**config.mk**
```make
export PLATFORM = sky130hd
export DESIGN_NAME = flash_status_config_regs
export DESIGN_NICKNAME = d
export VERILOG_FILES = /design/src/rtl/flash_status_pkg.sv /design/src/rtl/flash_status_config_regs.sv /design/src/rtl/sticky_flag.sv /design/src/rtl/suspend_timer.sv
export SDC_FILE = /design/constraint.sdc
export NUM_CORES = 1
export LEC_CHECK = 0
export BUFFER_PORTS_ARGS = -buffer_cell sky130_fd_sc_hd__buf_4
export CORE_MARGIN = 3
export CORE_UTILIZATION = 56
export CTS_BUF_LIST = sky130_fd_sc_hd__clkbuf_8
export CTS_CLUSTER_SIZE = 10
export DETAILED_ROUTE_END_ITERATION = 8
export MAX_ROUTING_LAYER = met4
export PLACE_DENSITY = 0.92
export SETUP_SLACK_MARGIN = 0.5
export SYNTH_ARGS = -nofsm -noshare
export SYNTH_HDL_FRONTEND = slang
export SYNTH_SLANG_ARGS = --single-unit
```
**constraint.sdc**
```tcl
create_clock -name clk -period 5.7 [get_ports clk]
set_input_delay 0.855 -clock clk [delete_from_list [all_inputs] [get_ports clk]]
set_output_delay 0.855 -clock clk [all_outputs]
set_load 0.02 [all_outputs]
```
**src/rtl/flash_status_pkg.sv**
```systemverilog
/*
  package for the flash status and configuration register bank:
  status bit positions, command codes, reset values, timing counts.
  assumes a 200 MHz single clock domain.
*/
package flash_status_pkg;

  // ----------------
  // status word bit positions
  // ----------------
  localparam int unsigned CONTROLLER_READY_BIT = 7;
  localparam int unsigned ERASE_SUSPEND_BIT = 6;
  localparam int unsigned ERASE_FAIL_BIT = 5;
  localparam int unsigned PROGRAM_FAIL_BIT = 4;
  localparam int unsigned SUPPLY_ERROR_BIT = 3;
  localparam int unsigned PROGRAM_PAUSED_BIT = 2;
  localparam int unsigned LOCKED_BLOCK_BIT = 1;
  localparam int unsigned BANK_WRITE_BIT = 0;

  // ----------------
  // configuration register fields and reset value
  // ----------------
  localparam int unsigned READ_MODE_SELECT_BIT = 15;
  localparam int unsigned SPARE_CFG_BIT = 14;
  // read mode 0 (synchronous) after reset; other fields left at zero
  localparam logic [15:0] CONFIG_RESET = 16'h0000;
  // spare bit always reads zero
  localparam logic [15:0] CONFIG_WRITE_MASK = 16'hbfff;

  // ----------------
  // blank-check expected value
  // ----------------
  localparam logic [15:0] ERASED_WORD = 16'hffff;

  // ----------------
  // suspend latency: chosen window in ns and in clock cycles
  // ----------------
  localparam int unsigned CLK_PERIOD_NS = 5;
  localparam int unsigned SUSPEND_LATENCY_NS = 5000;
  localparam int unsigned SUSPEND_LATENCY_CYCLES =
    SUSPEND_LATENCY_NS / CLK_PERIOD_NS;

  // ----------------
  // host command kinds
  // ----------------
  typedef enum logic [2:0] {
    CMD_NONE,
    CMD_PROGRAM,
    CMD_ERASE,
    CMD_BLANK_CHECK,
    CMD_SUSPEND,
    CMD_RESUME,
    CMD_CLEAR_STATUS,
    CMD_SET_CONFIG
  } cmd_kind_t;

  // command as issued by the host through the command interface
  typedef struct packed {
    cmd_kind_t kind;
    logic [3:0] bank;
    logic [15:0] data;
  } host_cmd_t;

  // result reports from the program/erase array engine
  typedef struct packed {
    logic op_done;
    logic pulses_exhausted;
    logic verify_failed;
    logic one_over_zero;
    logic blank_mismatch;
    logic paused;
  } engine_report_t;

endpackage

```
**src/rtl/flash_status_config_regs.sv**
```systemverilog
/*
  status and configuration register bank of a nor flash program/erase
  engine: sticky error flags, suspend and bank-write state, config.
  assumes one-cycle command and engine report pulses, and block lock
  and supply inputs synchronous to clk.
*/
// How it works
// erase pulses exhausted, not erased sets erase fail
// blank check mismatch sets erase fail
// erase fail sticky; new erase then fails
// program pulses exhausted, unverified sets program fail
// one-over-zero fails only at high supply
// program fail sticky; new program then fails
// supply sampled only at operation start
// low supply sets sticky supply error, refuses
// suspend sets paused flag within latency
// resume clears paused flag, program continues
// host reads paused flag only when ready
// locked block target sets flag, aborts
// locked flag sticky; program/erase then fail
// bank write zero if addressed bank busy
// factory mode bank write shows word readiness
// host reads bank write only while busy
// config loaded only by set-config command
// reset selects synchronous reads, bit zero
// ready flag low while any bank active
// errors device-set, cleared only by clear/reset
// eight-bit status word, ready msb, bank lsb
`timescale 1ns/100ps
module flash_status_config_regs #(
  parameter int unsigned BANK_W = 4,
  parameter int unsigned SUSPEND_CYCLES =
    flash_status_pkg::SUSPEND_LATENCY_CYCLES
) (
  input wire logic clk,
  input wire logic rst,
  input wire logic cmd_valid,
  input wire flash_status_pkg::host_cmd_t cmd,
  input wire logic [BANK_W-1:0] read_bank,
  input wire logic target_locked,
  input wire logic program_supply_lockout,
  input wire logic program_supply_high,
  input wire flash_status_pkg::engine_report_t report,
  input wire logic buffered_factory_program,
  input wire logic factory_word_ready,
  output logic op_start,
  output logic op_abort,
  output logic op_suspend,
  output logic op_resume,
  output logic [7:0] flash_status_reg,
  output logic [15:0] bus_access_config_reg,
  output logic read_mode_select
);

  import flash_status_pkg::*;

  // ----------------
  // command decode
  // ----------------
  wire logic is_program = cmd_valid && (cmd.kind == CMD_PROGRAM);
  wire logic is_erase = cmd_valid && (cmd.kind == CMD_ERASE);
  wire logic is_blank = cmd_valid && (cmd.kind == CMD_BLANK_CHECK);
  wire logic is_suspend = cmd_valid && (cmd.kind == CMD_SUSPEND);
  wire logic is_resume = cmd_valid && (cmd.kind == CMD_RESUME);
  wire logic is_clear = cmd_valid && (cmd.kind == CMD_CLEAR_STATUS);
  wire logic is_set_cfg = cmd_valid && (cmd.kind == CMD_SET_CONFIG);

  // ----------------
  // controller state
  // ----------------
  typedef enum logic [1:0] {
    ST_IDLE,
    ST_PROGRAM,
    ST_ERASE,
    ST_PAUSED
  } ctrl_state_t;

  ctrl_state_t state_reg; // what the engine is doing
  ctrl_state_t state_next; // state after this cycle
  logic [BANK_W-1:0] busy_bank_reg; // bank owning the running op
  logic blank_op_reg; // erase slot is running a blank check
  logic supply_high_reg; // supply level taken at op start

  // sticky error flags, plus the paused flag
  logic erase_fail_flag;
  logic program_fail_flag;
  logic supply_error_flag;
  logic locked_block_flag;
  logic program_paused_flag;

  // suspend window helpers
  logic susp_running;
  logic susp_expired;

  wire logic idle = (state_reg == ST_IDLE);
  wire logic paused = (state_reg == ST_PAUSED);
  wire logic write_cmd = is_program || is_erase || is_blank;

  // ----------------
  // start-time checks
  // ----------------
  // supply is looked at only here, never while the op runs
  wire logic supply_low = write_cmd && idle &&
                          program_supply_lockout;
  // locked target aborts program or erase; blank check only reads
  wire logic lock_hit = (is_program || is_erase) && idle &&
                        target_locked;
  // a pending fail of the same kind, or a supply or lock error, makes a new write appear to fail
  wire logic prior_erase_err = erase_fail_flag ||
                               supply_error_flag ||
                               locked_block_flag;
  wire logic prior_prog_err = program_fail_flag ||
                              supply_error_flag ||
                              locked_block_flag;
  wire logic erase_refused = (is_erase || is_blank) &&
                             prior_erase_err;
  wire logic prog_refused = is_program && prior_prog_err;
  wire logic refused = supply_low || lock_hit ||
                       erase_refused || prog_refused;
  wire logic accepted = write_cmd && idle && !refused;

  // ----------------
  // engine results
  // ----------------
  wire logic running_erase = (state_reg == ST_ERASE);
  wire logic running_prog = (state_reg == ST_PROGRAM);
  // erase fails on exhausted pulses left unverified, blank check on any non-ffff word
  wire logic erase_err = report.op_done && running_erase &&
                         ((!blank_op_reg && report.pulses_exhausted &&
                           report.verify_failed) ||
                          (blank_op_reg &&
                           report.blank_mismatch));
  wire logic prog_verify_err = report.op_done && running_prog &&
                               report.pulses_exhausted &&
                               report.verify_failed;
  // a one over a programmed zero only shows at high supply
  wire logic prog_overwrite_err = report.op_done && running_prog &&
                                  report.one_over_zero &&
                                  supply_high_reg;

  // ----------------
  // sticky flags: device sets, clear-status or reset clears
  // ----------------
  sticky_flag u_erase_fail (
    .clk(clk),
    .rst(rst),
    .set_pulse(erase_err || erase_refused),
    .clear_pulse(is_clear),
    .flag(erase_fail_flag)
  );

  sticky_flag u_program_fail (
    .clk(clk),
    .rst(rst),
    .set_pulse(prog_verify_err || prog_overwrite_err ||
               prog_refused),
    .clear_pulse(is_clear),
    .flag(program_fail_flag)
  );

  sticky_flag u_supply_error (
    .clk(clk),
    .rst(rst),
    .set_pulse(supply_low),
    .clear_pulse(is_clear),
    .flag(supply_error_flag)
  );

  sticky_flag u_locked_block (
    .clk(clk),
    .rst(rst),
    .set_pulse(lock_hit),
    .clear_pulse(is_clear),
    .flag(locked_block_flag)
  );

  // ----------------
  // suspend latency window
  // ----------------
  suspend_timer #(
    .COUNT(SUSPEND_CYCLES)
  ) u_suspend_timer (
    .clk(clk),
    .rst(rst),
    .start(is_suspend && running_prog && !susp_running),
    .cancel(report.op_done || report.paused || idle),
    .running(susp_running),
    .expired(susp_expired)
  );

  // engine pauses on its own report, or is forced at the window end;
  // expired rises as running falls, so it carries no running gate
  wire logic enter_pause = running_prog &&
                           ((susp_running && report.paused) ||
                            susp_expired) && !report.op_done;

  // ----------------
  // next-state logic
  // ----------------
  always_comb begin
    state_next = state_reg;
    unique case (state_reg)
      ST_IDLE: begin
        if (accepted && is_program) begin
          state_next = ST_PROGRAM;
        end else if (accepted) begin
          state_next = ST_ERASE;
        end
      end
      ST_PROGRAM: begin
        if (report.op_done) begin
          state_next = ST_IDLE; // finished before suspending
        end else if (enter_pause) begin
          state_next = ST_PAUSED;
        end
      end
      ST_ERASE: begin
        if (report.op_done) begin
          state_next = ST_IDLE;
        end
      end
      ST_PAUSED: begin
        if (is_resume) begin
          state_next = ST_PROGRAM;
        end
      end
    endcase
  end

  // ----------------
  // state, bank and supply capture
  // ----------------
  always_ff @(posedge clk or posedge rst) begin
    if (rst) begin
      state_reg <= ST_IDLE;
      busy_bank_reg <= '0;
      blank_op_reg <= 1'b0;
      supply_high_reg <= 1'b0;
    end else begin
      state_reg <= state_next;
      if (accepted) begin
        busy_bank_reg <= cmd.bank[BANK_W-1:0];
        blank_op_reg <= is_blank;
        supply_high_reg <= program_supply_high;
      end
    end
  end

  // paused flag follows the controller state, device-owned
  always_ff @(posedge clk or posedge rst) begin
    if (rst) begin
      program_paused_flag <= 1'b0;
    end else if (is_resume && paused) begin
      program_paused_flag <= 1'b0;
    end else if (enter_pause) begin
      program_paused_flag <= 1'b1;
    end
  end

  // ----------------
  // engine command outputs
  // ----------------
  always_ff @(posedge clk or posedge rst) begin
    if (rst) begin
      op_start <= 1'b0;
      op_abort <= 1'b0;
      op_suspend <= 1'b0;
      op_resume <= 1'b0;
    end else begin
      op_start <= accepted;
      op_abort <= write_cmd && idle && refused;
      op_suspend <= enter_pause;
      op_resume <= is_resume && paused;
    end
  end

  // ----------------
  // status word assembly
  // ----------------
  // a paused engine counts as inactive so the host may read it
  wire logic ctrl_ready = idle || paused;
  // bank write: 0 on own bank or when ready, 1 elsewhere while busy; in factory mode readiness
  wire logic bank_write = buffered_factory_program ?
                          !factory_word_ready :
                          (!ctrl_ready &&
                           (read_bank != busy_bank_reg));
  logic [7:0] status_next;
  always_comb begin
    status_next = 8'h00;
    status_next[CONTROLLER_READY_BIT] = ctrl_ready;
    status_next[ERASE_FAIL_BIT] = erase_fail_flag;
    status_next[PROGRAM_FAIL_BIT] = program_fail_flag;
    status_next[SUPPLY_ERROR_BIT] = supply_error_flag;
    status_next[PROGRAM_PAUSED_BIT] = program_paused_flag;
    status_next[LOCKED_BLOCK_BIT] = locked_block_flag;
    status_next[BANK_WRITE_BIT] = bank_write;
  end

  // registered status so the output comes straight from a flop
  always_ff @(posedge clk or posedge rst) begin
    if (rst) begin
      flash_status_reg <= 8'h80;
    end else begin
      flash_status_reg <= status_next;
    end
  end

  // ----------------
  // configuration register
  // ----------------
  // only the set-config command writes it; no other path exists
  always_ff @(posedge clk or posedge rst) begin
    if (rst) begin
      bus_access_config_reg <= CONFIG_RESET;
      read_mode_select <= 1'b0;
    end else if (is_set_cfg) begin
      bus_access_config_reg <= cmd.data & CONFIG_WRITE_MASK;
      read_mode_select <= cmd.data[READ_MODE_SELECT_BIT];
    end
  end

endmodule

```
**src/rtl/sticky_flag.sv**
```systemverilog
/*
  one sticky error flag: set by the device, cleared by clear-status.
  assumes set and clear are one-cycle pulses in the clk domain.
*/
`timescale 1ns/100ps
module sticky_flag (
  input wire logic clk,
  input wire logic rst,
  input wire logic set_pulse,
  input wire logic clear_pulse,
  output logic flag
);

  // ----------------
  // flag storage
  // ----------------
  // set wins over clear so a late event is never lost
  always_ff @(posedge clk or posedge rst) begin
    if (rst) begin
      flag <= 1'b0;
    end else if (set_pulse) begin
      flag <= 1'b1;
    end else if (clear_pulse) begin
      flag <= 1'b0;
    end
  end

endmodule

```
**src/rtl/suspend_timer.sv**
```systemverilog
/*
  counts the suspend latency window after a suspend request.
  assumes start is a one-cycle pulse; expired pulses once at the end.
*/
`timescale 1ns/100ps
module suspend_timer #(
  parameter int unsigned COUNT = 1000
) (
  input wire logic clk,
  input wire logic rst,
  input wire logic start,
  input wire logic cancel,
  output logic running,
  output logic expired
);

  // ----------------
  // countdown
  // ----------------
  localparam int unsigned W = $clog2(COUNT + 1);
  logic [W-1:0] count_reg; // cycles still to wait

  // counter reloads on start, stops on cancel
  always_ff @(posedge clk or posedge rst) begin
    if (rst) begin
      count_reg <= '0;
      running <= 1'b0;
      expired <= 1'b0;
    end else begin
      expired <= 1'b0;
      if (cancel) begin
        running <= 1'b0;
      end else if (start) begin
        count_reg <= W'(COUNT - 1);
        running <= 1'b1;
      end else if (running) begin
        if (count_reg == '0) begin
          running <= 1'b0;
          expired <= 1'b1;
        end else begin
          count_reg <= count_reg - 1'b1;
        end
      end
    end
  end

endmodule

```
-- After elaboration in Yosys (flattened, before gate mapping)
Cells that the tools add are included.
- input bits: 41
- word-level logic and storage cells: 130
- register bits after elaboration: 52
- output and inout port bits: 29
- reduce and logical (&&, ||, !) cells: 67
- bitwise gates (word level): 1
- mux-type cells: 26
- $add $sub $neg: 1
- equal/unequal tests: 16
- operators by type and width (cell ; number):
    $logic_and 1x1->1 ; 33
    $mux 10 ; 3
    $logic_or 1x1->1 ; 18
    $mux 1 ; 16
    $eq 3x3->1 const B ; 4
    $mux 2 ; 6
    $reduce_bool 2->1 ; 6
    $logic_not 10->1 ; 1
    $sub 10x1->10 const B ; 1
    $pmux 2 s4 ; 1
    $eq 3x2->1 const B ; 2
    $logic_not 1->1 ; 6
    $eq 2x2->1 const B ; 2
    $ne 2x2->1 const B ; 2
    $ne 4x4->1 ; 1
    $reduce_and 4->1 ; 1
    $eq 3x1->1 const B ; 1
    $ne 3x1->1 const B ; 1
    $ne 3x2->1 const B ; 1
    $reduce_and 3->1 ; 1
    $eq 2x1->1 const B ; 1
    $logic_not 2->1 ; 1
    $ne 2x1->1 const B ; 1
    $not 1->1 ; 1

-- Depth between registers and ports, before layout
Gate-level depths: netlist (run 1).
- depth in word-level cells: 14
- mapped depth: 7
- mapped depth without buffers: 7

-- Hierarchy
Synthesis (run 1) repeated with hierarchy kept, for this count alone.
- cell total of the unflattened synthesis: 220
- area total of the unflattened synthesis: 2501.1 µm²
- modules (own cells, without submodules) (module ; instances ; area each (µm²) ; sequential area each (µm²) ; cells each):
    flash_status_config_regs ; 1 ; 1612.8 ; 877.1 ; 130
    suspend_timer ; 1 ; 728.2 ; 300.3 ; 74
    sticky_flag ; 4 ; 40.0 ; 25.0 ; 4

-- Worst setup path before layout (run 1)
OpenSTA, ideal clock, no wires.
- kind: in2reg
- start point: input port cmd[21] in the netlist's numbering
- end point: register state_reg[1]
- stages: 6
- data required time: 5.578 ns
- setup time: 0.122 ns
- path slack: 3.545 ns
- arrival: 2.033 ns
- path buffers: 1
- cell sequence: buf_6 > and2b_2 > a31oi_4 > nand3_4 > a211o_1 > a32o_1
- longest elaborated chain between the ends: 14
- elaborated cells between the ends (all ways): 28
- those cells by class: eq/ne: 6; mux: 2; reduce/logical: 20
- RTL lines (what ; RTL line ; source):
    from (decl) ; flash_status_config_regs.sv:38 ; input wire flash_status_pkg::host_cmd_t cmd,
    $eq 3x1->1 / $eq 3x2->1 (equally long branches) ; flash_status_config_regs.sv:60, flash_status_config_regs.sv:61 ;
    $logic_and 1x1->1 (on tied branches) ; flash_status_config_regs.sv:60, flash_status_config_regs.sv:61 ;
    $logic_or 1x1->1 ; flash_status_config_regs.sv:97, flash_status_config_regs.sv:106 ;
    $logic_or 1x1->1 ; flash_status_config_regs.sv:97 ; wire logic write_cmd = is_program || is_erase || is_blank;
    $logic_and 1x1->1 ; flash_status_config_regs.sv:103, flash_status_config_regs.sv:120 ;
    $logic_and 1x1->1 ; flash_status_config_regs.sv:103 ; wire logic supply_low = write_cmd && idle &&
    $logic_or 1x1->1 (2 in series) ; flash_status_config_regs.sv:118 ; wire logic refused = supply_low || lock_hit ||
    $logic_or 1x1->1 ; flash_status_config_regs.sv:119 ; erase_refused || prog_refused;
    $logic_not 1->1 ; flash_status_config_regs.sv:120 ; wire logic accepted = write_cmd && idle && !refused;
    $logic_and 1x1->1 ; flash_status_config_regs.sv:120 ;
    $logic_and 1x1->1 ; flash_status_config_regs.sv:204 ; if (accepted && is_program) begin
    $ne 3x1->1 (no source line) / $mux 2 (equally long branches) ; -- ;
    $reduce_and 4->1 (no source line) / $pmux 2 s4 (equally long branches) ; -- ;
    to (signal assigned) ; flash_status_config_regs.sv:240 ; state_reg <= state_next;
    to (decl) ; flash_status_config_regs.sv:78 ; ctrl_state_t state_reg;
Several ways; a longest one is shown, not always the timed one.
A chain may end at the register's enable or synchronous reset.

-- Final worst setup path (run 1)
- start point: register state_reg[1]
- end point: register u_suspend_timer.count_reg[9]
- longest elaborated chain between the ends: 5
- elaborated cells between the ends (all ways): 10
- those cells by class: eq/ne: 2; mux: 1; bitwise: 1; reduce/logical: 6
- RTL lines (what ; RTL line ; source):
    $eq 2x1->1 ; flash_status_config_regs.sv:126 ; wire logic running_prog = (state_reg == ST_PROGRAM);
    $logic_and 1x1->1 (2 in series) ; flash_status_config_regs.sv:185 ; .start(is_suspend && running_prog && !susp_running),
    $ne 2x1->1 (no source line) / $reduce_bool 2->1 (equally long branches) ; -- ;
    $reduce_and 3->1 (no source line) ; -- ;
    to (signal assigned) ; suspend_timer.sv:34 ; count_reg <= W'(COUNT - 1);
    to (signal assigned) ; suspend_timer.sv:41 ; count_reg <= count_reg - 1'b1;
    to (decl) ; suspend_timer.sv:21 ; logic [W-1:0] count_reg;
Several ways; a longest one is shown, not always the timed one.

==> out/results.tsv, run 1 <==
metric	value	unit
sequential area share after synthesis	0.532	
number of enable flip-flop cells after synthesis	0	
share of cells above drive strength 1	0.378	
Leakage	1.47	nW
final worst path period need	2.14	ns
most frequent cells in the layout	buf_4, dfrtp_1, mux2_2, nand2_1, nor2_1	
Nets	321	
final worst-path cycle share	0.376	
vias in the first global route	1833	
Synth-to-Final Area Change	26.4	%
non-filler cells, final	325	
initial antenna violation count	0	
H-Tree Depth	2	
Min-Delay Path Class	reg -> reg	
DRC	0	
status	complete, no violations	
Setup Viol. Count Final	0	
Hold Fails Final Rpt	0	
multi-input combinational cell area	1050	um2
CTS tree	built	
Cells after Synth	206	
Setup crit start kind	flip-flop	
syn_area_per_cell	11.7	um2
WL final	4970	um
sw power	0.458	mW
Comb power frac	0.370	
die area	5110	um2
Max Cap Violations	0	
number of flip-flops in the largest register	14	
All-Layer GR Usage	0.213	
First-pass DRT Iterations	4	
flop and latch count out of synthesis	51	
Clock Skew	0.00596	ns
Int Pwr	0.855	mW
Worst slew margin	0.320	
Resized cells post-CTS	0	
Detailed Route Iter0 Violations	144	
met1 Use GR	0.247	
Worst Path Arrival	2.38	ns
CTS Buf Count	5	
Reg area	1280	um2
Mapped Area	2400	um2
type of element capturing the critical path	flip-flop	
setup bufs post-CTS	0	
CTS Hold Bufs	0	
largest net degree at the start of global routing	52	
CTS max path bufs	2	
Max Clk Rate	466	MHz
Final Util	0.748	
Post-DP HPWL	3780	um
most common cell after layout, fill and taps aside	buf_4	
IO Port Bufs	66	
worst-margin pin slew	1.02	ns
WL per Instance	15.3	um
met2 global-route usage	0.364	
chip height	71.5	um
Cell Area, Placed	2920	um2
Root Driver	clkbuf_8	
Most used DFF post-synth	dfrtp_1	
Filler Cell Count	256	
post-route cell area	3040	um2
met3 Use GR	0.0463	
Reg power frac	0.436	
Site Rows	23	
Async SR Flop Fraction	1.00	
global routing's busiest layer	met2	
placer congestion estimate	0.857	
# clock sinks	51	
CP Class	reg -> reg	
Post-DRT Antenna Nets	0	
starting density of the core	0.592	
Critical Path RT	5.94	ns
first-pass GRT wire length	8280	um
TNS Setup	0	ns
placed cells	317	
clock transition at the registers of the reported paths	0.09	ns
core area	4060	um2
Pwr Density	433	nW/um2
worst skew pair latency	0.30	ns
Tot Pwr	1.31	mW
Via density	5.74	
Synth cell types	51	
clock power share	0.194	
gr ovfl total	0	
max-slew violation count	0	
total number of vias	1867	
die span in x	71.5	um
YS warnings	0	
Max VDD drop	0.240	mV
RSZ-0062 raised after global routing	false	
I/O pin count	70	
switch share	0.349	
CP max FO	6	
Diodes inserted	0	
[kinds of logic after synthesis]
family,after synthesis,share of synthesized area
compound gates,27,0.0818
xor+xnor,11,0.0401
fa+ha+maj,6,0.0313
buf+inv,14,0.0313
flops,51,0.532
mux,22,0.102
other cells,1,0.00156
simple gates,74,0.180
[path summary, 6_finish.rpt]
kind	from	to	slack [ns]	cells after the start
max in group asynchronous	rst	blank_op_reg$_DFFE_PP0P_	4.27	2
worst max-delay path	state_reg[1]$_DFFE_PP0P_	u_suspend_timer.count_reg[9]$_DFFE_PP0P_	3.56	7
worst min-delay path	program_paused_flag$_DFFE_PP0P_	flash_status_reg[2]$_DFF_PP0_	0.39	0
min in group asynchronous	rst	bus_access_config_reg[4]$_DFFE_PP0P_	0.80	2
worst max register to register	state_reg[1]$_DFFE_PP0P_	u_suspend_timer.count_reg[9]$_DFFE_PP0P_	3.56	7
worst min register to register	program_paused_flag$_DFFE_PP0P_	flash_status_reg[2]$_DFF_PP0_	0.39	0
[Yosys cell counts (3+ instances only)]
cell type,number,area [um2]
dfrtp_1,50,1250
nand3_1,9,45.0
mux2_2,20,225
ha_1,6,75.1
nand2_1,15,56.3
nor3_1,6,30.0
nor2_1,13,48.8
xnor2_1,3,26.3
a21oi_1,6,30.0
xor2_1,8,70.1
nand4_1,5,31.3
buf_4,4,30.0
o21ai_0,5,25.0
inv_1,8,30.0
[metal layers]
layer	wire [um]	part of all wire	up-vias
met5	0	0	-
met3	283	0.057	11
met2	2600	0.52	76
met1	1980	0.40	916
li1	-	-	864
met4	104	0.021	0
[power groups by stage]
stage,Combinational [mW],Clock [mW],Sequential (mW)
4_1_cts,0.489,0.262,0.571
3_5_place_dp,0.486,0,0.578
5_1_grt,0.538,0.277,0.585
3_3_place_gp,0.468,0,0.568
2_1_floorplan,0.280,0,0.614
6_report,0.486,0.255,0.572
[cell type report]
| type | count | area share |
|---|---|---|
| Inverter | 8 | 0.00989 |
| Multi-Input combinational cell | 142 | 0.347 |
| Sequential cell | 51 | 0.421 |
| Clock buffer | 6 | 0.0272 |
| Clock inverter | 2 | 0.0115 |
| Timing Repair Buffer | 66 | 0.163 |
| Tap cell | 50 | 0.0206 |
[worst max-delay path: stages (launching register included)]
cell     delay (ns)
dfrtp_1        0.40
inv_1          0.09
ha_1           0.27
or3_4          0.39
nor4_1         0.30
nand3_1        0.19
or3_1          0.35
nand3_1        0.09
[per-stage QoR]
step	hold slack, ns	setup WS, ns
after floorplan	0.354	3.55
after global placement	0.362	3.37
after detailed placement	0.371	3.32
after CTS	0.391	3.56
after global routing	0.407	3.33
final	0.391	3.56
Note: power is estimated with default switching activity, not from simulation.
==> run 2, diff against run 1 <==
--- a/config.mk
+++ b/config.mk
@@ -7,12 +7,12 @@
 export LEC_CHECK = 0
 export BUFFER_PORTS_ARGS = -buffer_cell sky130_fd_sc_hd__buf_4
 export CORE_MARGIN = 3
-export CORE_UTILIZATION = 56
+export CORE_UTILIZATION = 53
 export CTS_BUF_LIST = sky130_fd_sc_hd__clkbuf_8
 export CTS_CLUSTER_SIZE = 10
 export DETAILED_ROUTE_END_ITERATION = 8
 export MAX_ROUTING_LAYER = met4
-export PLACE_DENSITY = 0.92
+export PLACE_DENSITY = 0.88
 export SETUP_SLACK_MARGIN = 0.5
 export SYNTH_ARGS = -nofsm -noshare
 export SYNTH_HDL_FRONTEND = slang
==> constraint.sdc (replaced) <==
create_clock -name clk -period 2.09 [get_ports clk]
set_input_delay 0.3135 -clock clk [delete_from_list [all_inputs] [get_ports clk]]
set_output_delay 0.3135 -clock clk [all_outputs]
set_load 0.02 [all_outputs]
==> run 2 against run 1 <==
Critical path depth decreased by 2. Clock-buffer cell count fell by 1. Clock skew is 0.0012 ns higher. Sequential cell count unchanged. Non-clock buffer count increased by 27. Critical path type unchanged. Largest power group is now combinational cells.
==> out/results.tsv, run 2 (synthesis results as in run 1) <==
metric	value	unit
status	complete, no violations	
post-route cell area	3350	um2
Max Clk Rate	550	MHz
largest net degree at the start of global routing	39	
Root Driver	clkbuf_8	
clock power share	0.152	
Max VDD drop	0.893	mV
DRC	0	
dpl ws	0.182	ns
I/O pin count	70	
final worst path period need	1.82	ns
Site Rows	23	
Critical R2R Capture	state_reg[1]$_DFFE_PP0P_	
Worst Path Arrival	2.02	ns
RSZ-0062 raised after global routing	true	
First-pass DRT Iterations	4	
non-filler cells, final	352	
most common cell after layout, fill and taps aside	buf_4	
die span in x	73.3	um
# clock sinks	51	
met3 Use GR	0.0438	
type of element capturing the critical path	flip-flop	
initial antenna violation count	0	
CTS tree	built	
share of cells above drive strength 1	0.497	
Cell Area, Placed	2990	um2
CP max FO	4	
R2R Path Start	u_supply_error.flag$_DFFE_PP0P_	
total number of vias	2022	
Via density	5.74	
clock transition at the registers of the reported paths	0.10	ns
Post-DP HPWL	3770	um
vias in the first global route	2062	
Worst slew margin	0.462	
global routing's busiest layer	met2	
IO Port Bufs	66	
worst-margin pin slew	0.805	ns
CP Class	reg -> reg	
Comb power frac	0.458	
WL per Instance	17.5	um
Hold Fails Final Rpt	0	
Setup crit start kind	flip-flop	
met1 Use GR	0.296	
Detailed Route Iter0 Violations	220	
Worst Reg-to-Reg Cells	5	
Clock Skew	0.00721	ns
die area	5370	um2
Reg area	1280	um2
CTS Hold Bufs	0	
met2 global-route usage	0.396	
max-slew violation count	0	
multi-input combinational cell area	1170	um2
post-route worst setup slack	0.273	ns
Synth-to-Final Area Change	39.7	%
CTS Buf Count	5	
first-pass GRT wire length	9690	um
Reg power frac	0.390	
Final Util	0.804	
Critical Path RT	2.30	ns
WHS	0.132	ns
Tot Pwr	3.98	mW
Min-Delay Path Class	in -> async	
placer congestion estimate	0.802	
gr ovfl total	0	
final worst-path cycle share	0.869	
Diodes inserted	0	
sw power	1.50	mW
placed cells	320	
Setup Viol. Count Final	0	
All-Layer GR Usage	0.242	
starting density of the core	0.575	
Pwr Density	1190	nW/um2
Leakage	1.62	nW
TNS Setup	0	ns
worst skew pair latency	0.31	ns
most frequent cells in the layout	buf_4, dfrtp_1, nand2_1, mux2_2, nor2_1	
WL final	6150	um
Filler Cell Count	229	
H-Tree Depth	2	
CTS max path bufs	2	
Post-DRT Antenna Nets	0	
Int Pwr	2.48	mW
number of flip-flops in the largest register	14	
switch share	0.377	
Reg2Reg Setup Slack	0.27	ns
core area	4170	um2
Max Cap Violations	0	
Nets	348	
chip height	73.3	um
==> run 2: worst max-delay path by stage <==
| stage | startpoint | to | slack (ns) | depth (start not counted) |
|---|---|---|---|---|
| 4_1_cts | state_reg[1]$_DFFE_PP0P_ | u_suspend_timer.count_reg[9]$_DFFE_PP0P_ | 0.31 | 7 |
| 3_5_place_dp | u_suspend_timer.count_reg[0]$_DFFE_PP0P_ | u_suspend_timer.count_reg[8]$_DFFE_PP0P_ | 0.18 | 7 |
| 5_1_grt | state_reg[1]$_DFFE_PP0P_ | u_suspend_timer.count_reg[9]$_DFFE_PP0P_ | 0.17 | 7 |
| 6_report | u_supply_error.flag$_DFFE_PP0P_ | state_reg[1]$_DFFE_PP0P_ | 0.27 | 5 |
| 3_3_place_gp | u_suspend_timer.count_reg[0]$_DFFE_PP0P_ | u_suspend_timer.count_reg[8]$_DFFE_PP0P_ | 0.24 | 7 |
| 2_1_floorplan | state_reg[1]$_DFFE_PP0P_ | u_suspend_timer.count_reg[9]$_DFFE_PP0P_ | 0.37 | 7 |
==> run 2: repair_timing <==
item / in CTS / in global routing
buffers inserted: 16 / 8
pin swaps: 6 / 5
endpoints found under the setup margin: 19 / 19
endpoints found under the hold margin: 0 / 0
cloned: 0 / 0
gates resized for setup: 7 / 12
==> run 2: cell type report <==
type / instances / share of cell area
clock buffers: 5 / 0.0205
clock inverters: 3 / 0.00783
inverters: 8 / 0.00895
multi-input cells: 142 / 0.350
flip-flops and latches: 51 / 0.381
well taps: 50 / 0.0186
repair buffers: 93 / 0.213
==> run 2: critical path: stages (launching register included) <==
cell and delay [ns]:
dfrtp_1 0.42, or3_4 0.40, a31oi_4 0.18, nand3_4 0.15
a211o_1 0.32, a32o_2 0.25
==> run 2: power groups by stage <==
stage	sequential [mW]	combinational, mW	clock, mW
after floorplan	1.69	0.830	0
after global placement	1.57	1.36	0
after detailed placement	1.60	1.40	0
after CTS	1.54	1.62	0.611
after global routing	1.59	1.94	0.660
final	1.55	1.82	0.606
==> run 2: layer usage <==
layer	vias to the layer above	routed length, um
met5	-	0
met4	0	140
met3	14	366
met2	94	3230
met1	991	2410
li1	923	-
==> run 3, diff against run 2 <==
--- a/config.mk
+++ b/config.mk
@@ -5,14 +5,15 @@
 export SDC_FILE = /design/constraint.sdc
 export NUM_CORES = 1
 export LEC_CHECK = 0
+export ABC_AREA = 1
 export BUFFER_PORTS_ARGS = -buffer_cell sky130_fd_sc_hd__buf_4
 export CORE_MARGIN = 3
-export CORE_UTILIZATION = 53
+export CORE_UTILIZATION = 54
 export CTS_BUF_LIST = sky130_fd_sc_hd__clkbuf_8
 export CTS_CLUSTER_SIZE = 10
 export DETAILED_ROUTE_END_ITERATION = 8
 export MAX_ROUTING_LAYER = met4
-export PLACE_DENSITY = 0.88
+export PLACE_DENSITY = 0.89
 export SETUP_SLACK_MARGIN = 0.5
 export SYNTH_ARGS = -nofsm -noshare
 export SYNTH_HDL_FRONTEND = slang
==> run 3 against run 2 <==
Total power down 23%. First-iteration DRC count down 19%. Die area up 0.23%. Cell count up 14%. Critical endpoint is now u_suspend_timer.count_reg[5]$_DFFE_PP0P_. Largest cell class unchanged. Largest power group is now registers.
==> out/results.tsv, run 3 <==
metric	value	unit
Top delay family on crit path	simple AND/OR/NAND/NOR gates	
clock transition at the registers of the reported paths	0.09	ns
Cells after Synth	259	
starting density of the core	0.584	
clock power share	0.237	
RSZ-0062 raised after global routing	true	
non-filler cells, final	402	
Setup crit start kind	flip-flop	
Critical Path Stages	7	
Nets	398	
critical path, cell by cell	inv_2 -> ha_4 -> nand4_1 -> nand2_2 -> nand2_4 -> o21ai_0 -> nand2_1	
Async SR Flop Fraction	1.00	
CTS tree	built	
placer congestion estimate	0.907	
Setup crit end	u_suspend_timer.count_reg[5]$_DFFE_PP0P_	
post-route cell area	3420	um2
worst-margin pin slew	0.582	ns
YS warnings	0	
first-pass GRT wire length	9430	um
type of element capturing the critical path	flip-flop	
WL per Instance	16.6	um
Via density	5.57	
switch share	0.324	
share of cells above drive strength 1	0.438	
Root Driver	clkbuf_8	
Most used DFF post-synth	dfrtp_1	
Synth cell types	32	
post-route worst setup slack	0.457	ns
Max Cap Violations	0	
WL final	6660	um
count leader, synth	dfrtp_1	
Detailed Route Iter0 Violations	179	
number of enable flip-flop cells after synthesis	0	
CTS Hold Bufs	0	
flop and latch count out of synthesis	51	
most frequent cells in the layout	buf_4, dfrtp_1, nand2_1, inv_1, nor2_1	
top-area cell type share of the netlist area	0.510	
Comb power frac	0.338	
I/O pin count	70	
sw power	0.988	mW
Mapped Area	2450	um2
TNS Setup	0	ns
Setup Viol. Count Final	0	
Hold Fails Final Rpt	0	
chip height	73.4	um
vias in the first global route	2105	
Worst slew margin	0.611	
delay of the slowest critical-path stage	0.41	ns
sequential area share after synthesis	0.521	
Critical Path RT	2.28	ns
Post-DP HPWL	3890	um
Critical R2R Capture	u_suspend_timer.count_reg[5]$_DFFE_PP0P_	
max-slew violation count	0	
largest net degree at the start of global routing	27	
Clock Skew	0.00498	ns
Filler Cell Count	233	
Max Clk Rate	612	MHz
Int Pwr	2.06	mW
syn_area_per_cell	9.47	um2
Min-Delay Path Class	in -> async	
initial antenna violation count	0	
Pwr Density	892	nW/um2
CP max FO	7	
Post-DRT Antenna Nets	0	
die area	5390	um2
dpl ws	0.316	ns
Worst Reg-to-Reg Cells	7	
Worst Setup SP	state_reg[1]$_DFFE_PP0P_	
Reg2Reg Setup Slack	0.46	ns
placed cells	373	
most instantiated cells after synthesis	dfrtp_1, nand2_1, inv_1	
Worst Path Arrival	1.83	ns
most common cell after layout, fill and taps aside	buf_4	
CTS Buf Count	5	
# clock sinks	51	
CP Class	reg -> reg	
First-pass DRT Iterations	5	
core area	4200	um2
CTS max path bufs	2	
die span in x	73.4	um
status	complete, no violations	
post-synth top area cell	dfrtp_1	
Leakage	1.74	nW
Max VDD drop	0.718	mV
Cell Area, Placed	3000	um2
CP max-delay cell	dfrtp_1	
worst skew pair latency	0.31	ns
DRC	0	
H-Tree Depth	2	
gr ovfl total	0	
Synth-to-Final Area Change	39.4	%
Site Rows	23	
Diodes inserted	0	
final worst path period need	1.63	ns
synth top area cells	dfrtp_1, nand2_1, mux2_2	
total number of vias	2241	
All-Layer GR Usage	0.236	
final worst-path cycle share	0.781	
number of flip-flops in the largest register	14	
Reg power frac	0.425	
critical path buffer and inverter count	1	
R2R Path Start	state_reg[1]$_DFFE_PP0P_	
IO Port Bufs	66	
WHS	0.0606	ns
[run 3: cell count changes after synthesis, moves of 3 or more]
cell | before | now
nand2_2 | 0 | 4
mux2_2 | 20 | 15
o21ai_0 | 5 | 13
nor3_1 | 6 | 2
nand2_1 | 15 | 48
a21oi_1 | 6 | 0
nor2_1 | 13 | 25
o211ai_1 | 0 | 3
o21ai_1 | 1 | 7
inv_2 | 0 | 3
inv_1 | 8 | 35
[run 3: final cells by class]
cell class	count	area, um2	share of cell area
clock inverters	2	38.8	0.0113
inverters	38	143	0.0417
multi-input cells	169	1150	0.336
well taps	50	62.6	0.0183
clock buffers	6	82.6	0.0242
repair buffers	86	666	0.195
flip-flops and latches	51	1280	0.374
[run 3: power by group through the flow]
stage	clock [mW]	sequential (mW)	combinational, mW
finish	0.722	1.30	1.03
floorplan	0	1.43	0.388
detailed placement	0	1.31	0.850
global route	0.777	1.32	1.11
global placement	0	1.30	0.821
CTS	0.725	1.29	0.908
[run 3: logic make-up after synthesis]
group	Yosys count	synth area share
compound gates	32	0.0765
xor+xnor	11	0.0393
other cells	1	0.00153
fa+ha+maj	6	0.0306
simple gates	100	0.187
flops	51	0.521
mux	15	0.0689
buf+inv	43	0.0750
[run 3: metrics by stage]
step,util,total power [mW]
after floorplan,-,1.82
after global placement,0.714,2.12
after detailed placement,0.714,2.16
after CTS,0.761,2.92
after global routing,0.814,3.20
final,0.814,3.05
[run 3: timing repair]
item                                    4_1_cts  5_1_grt
resized for setup                            10       36
setup buffers                                 4       14
gates cloned                                  2        1
pin swaps                                     5       17
endpoints found under the setup margin       19       19
[run 3: worst min-delay path by stage]
stage	to	cells after the start	start	slack, ns
after floorplan	flash_status_reg[1]$_DFF_PP0_	0	u_locked_block.flag$_DFFE_PP0P_	0.35
after global placement	flash_status_reg[5]$_DFF_PP0_	0	u_erase_fail.flag$_DFFE_PP0P_	0.36
after detailed placement	flash_status_reg[1]$_DFF_PP0_	0	u_locked_block.flag$_DFFE_PP0P_	0.37
after CTS	bus_access_config_reg[4]$_DFFE_PP0P_	2	rst	0.08
after global routing	bus_access_config_reg[4]$_DFFE_PP0P_	2	rst	0.09
final	read_mode_select$_DFFE_PP0P_	2	rst	0.06
[run 3: per-layer routing]
metal,GRT usage,routed length [um],share of wire,up-vias
met5,-,0,0,-
met3,0.0492,548,0.082,28
met2,0.397,3370,0.51,143
li1,-,-,-,1016
met1,0.270,2490,0.37,1054
met4,0.109,245,0.037,0
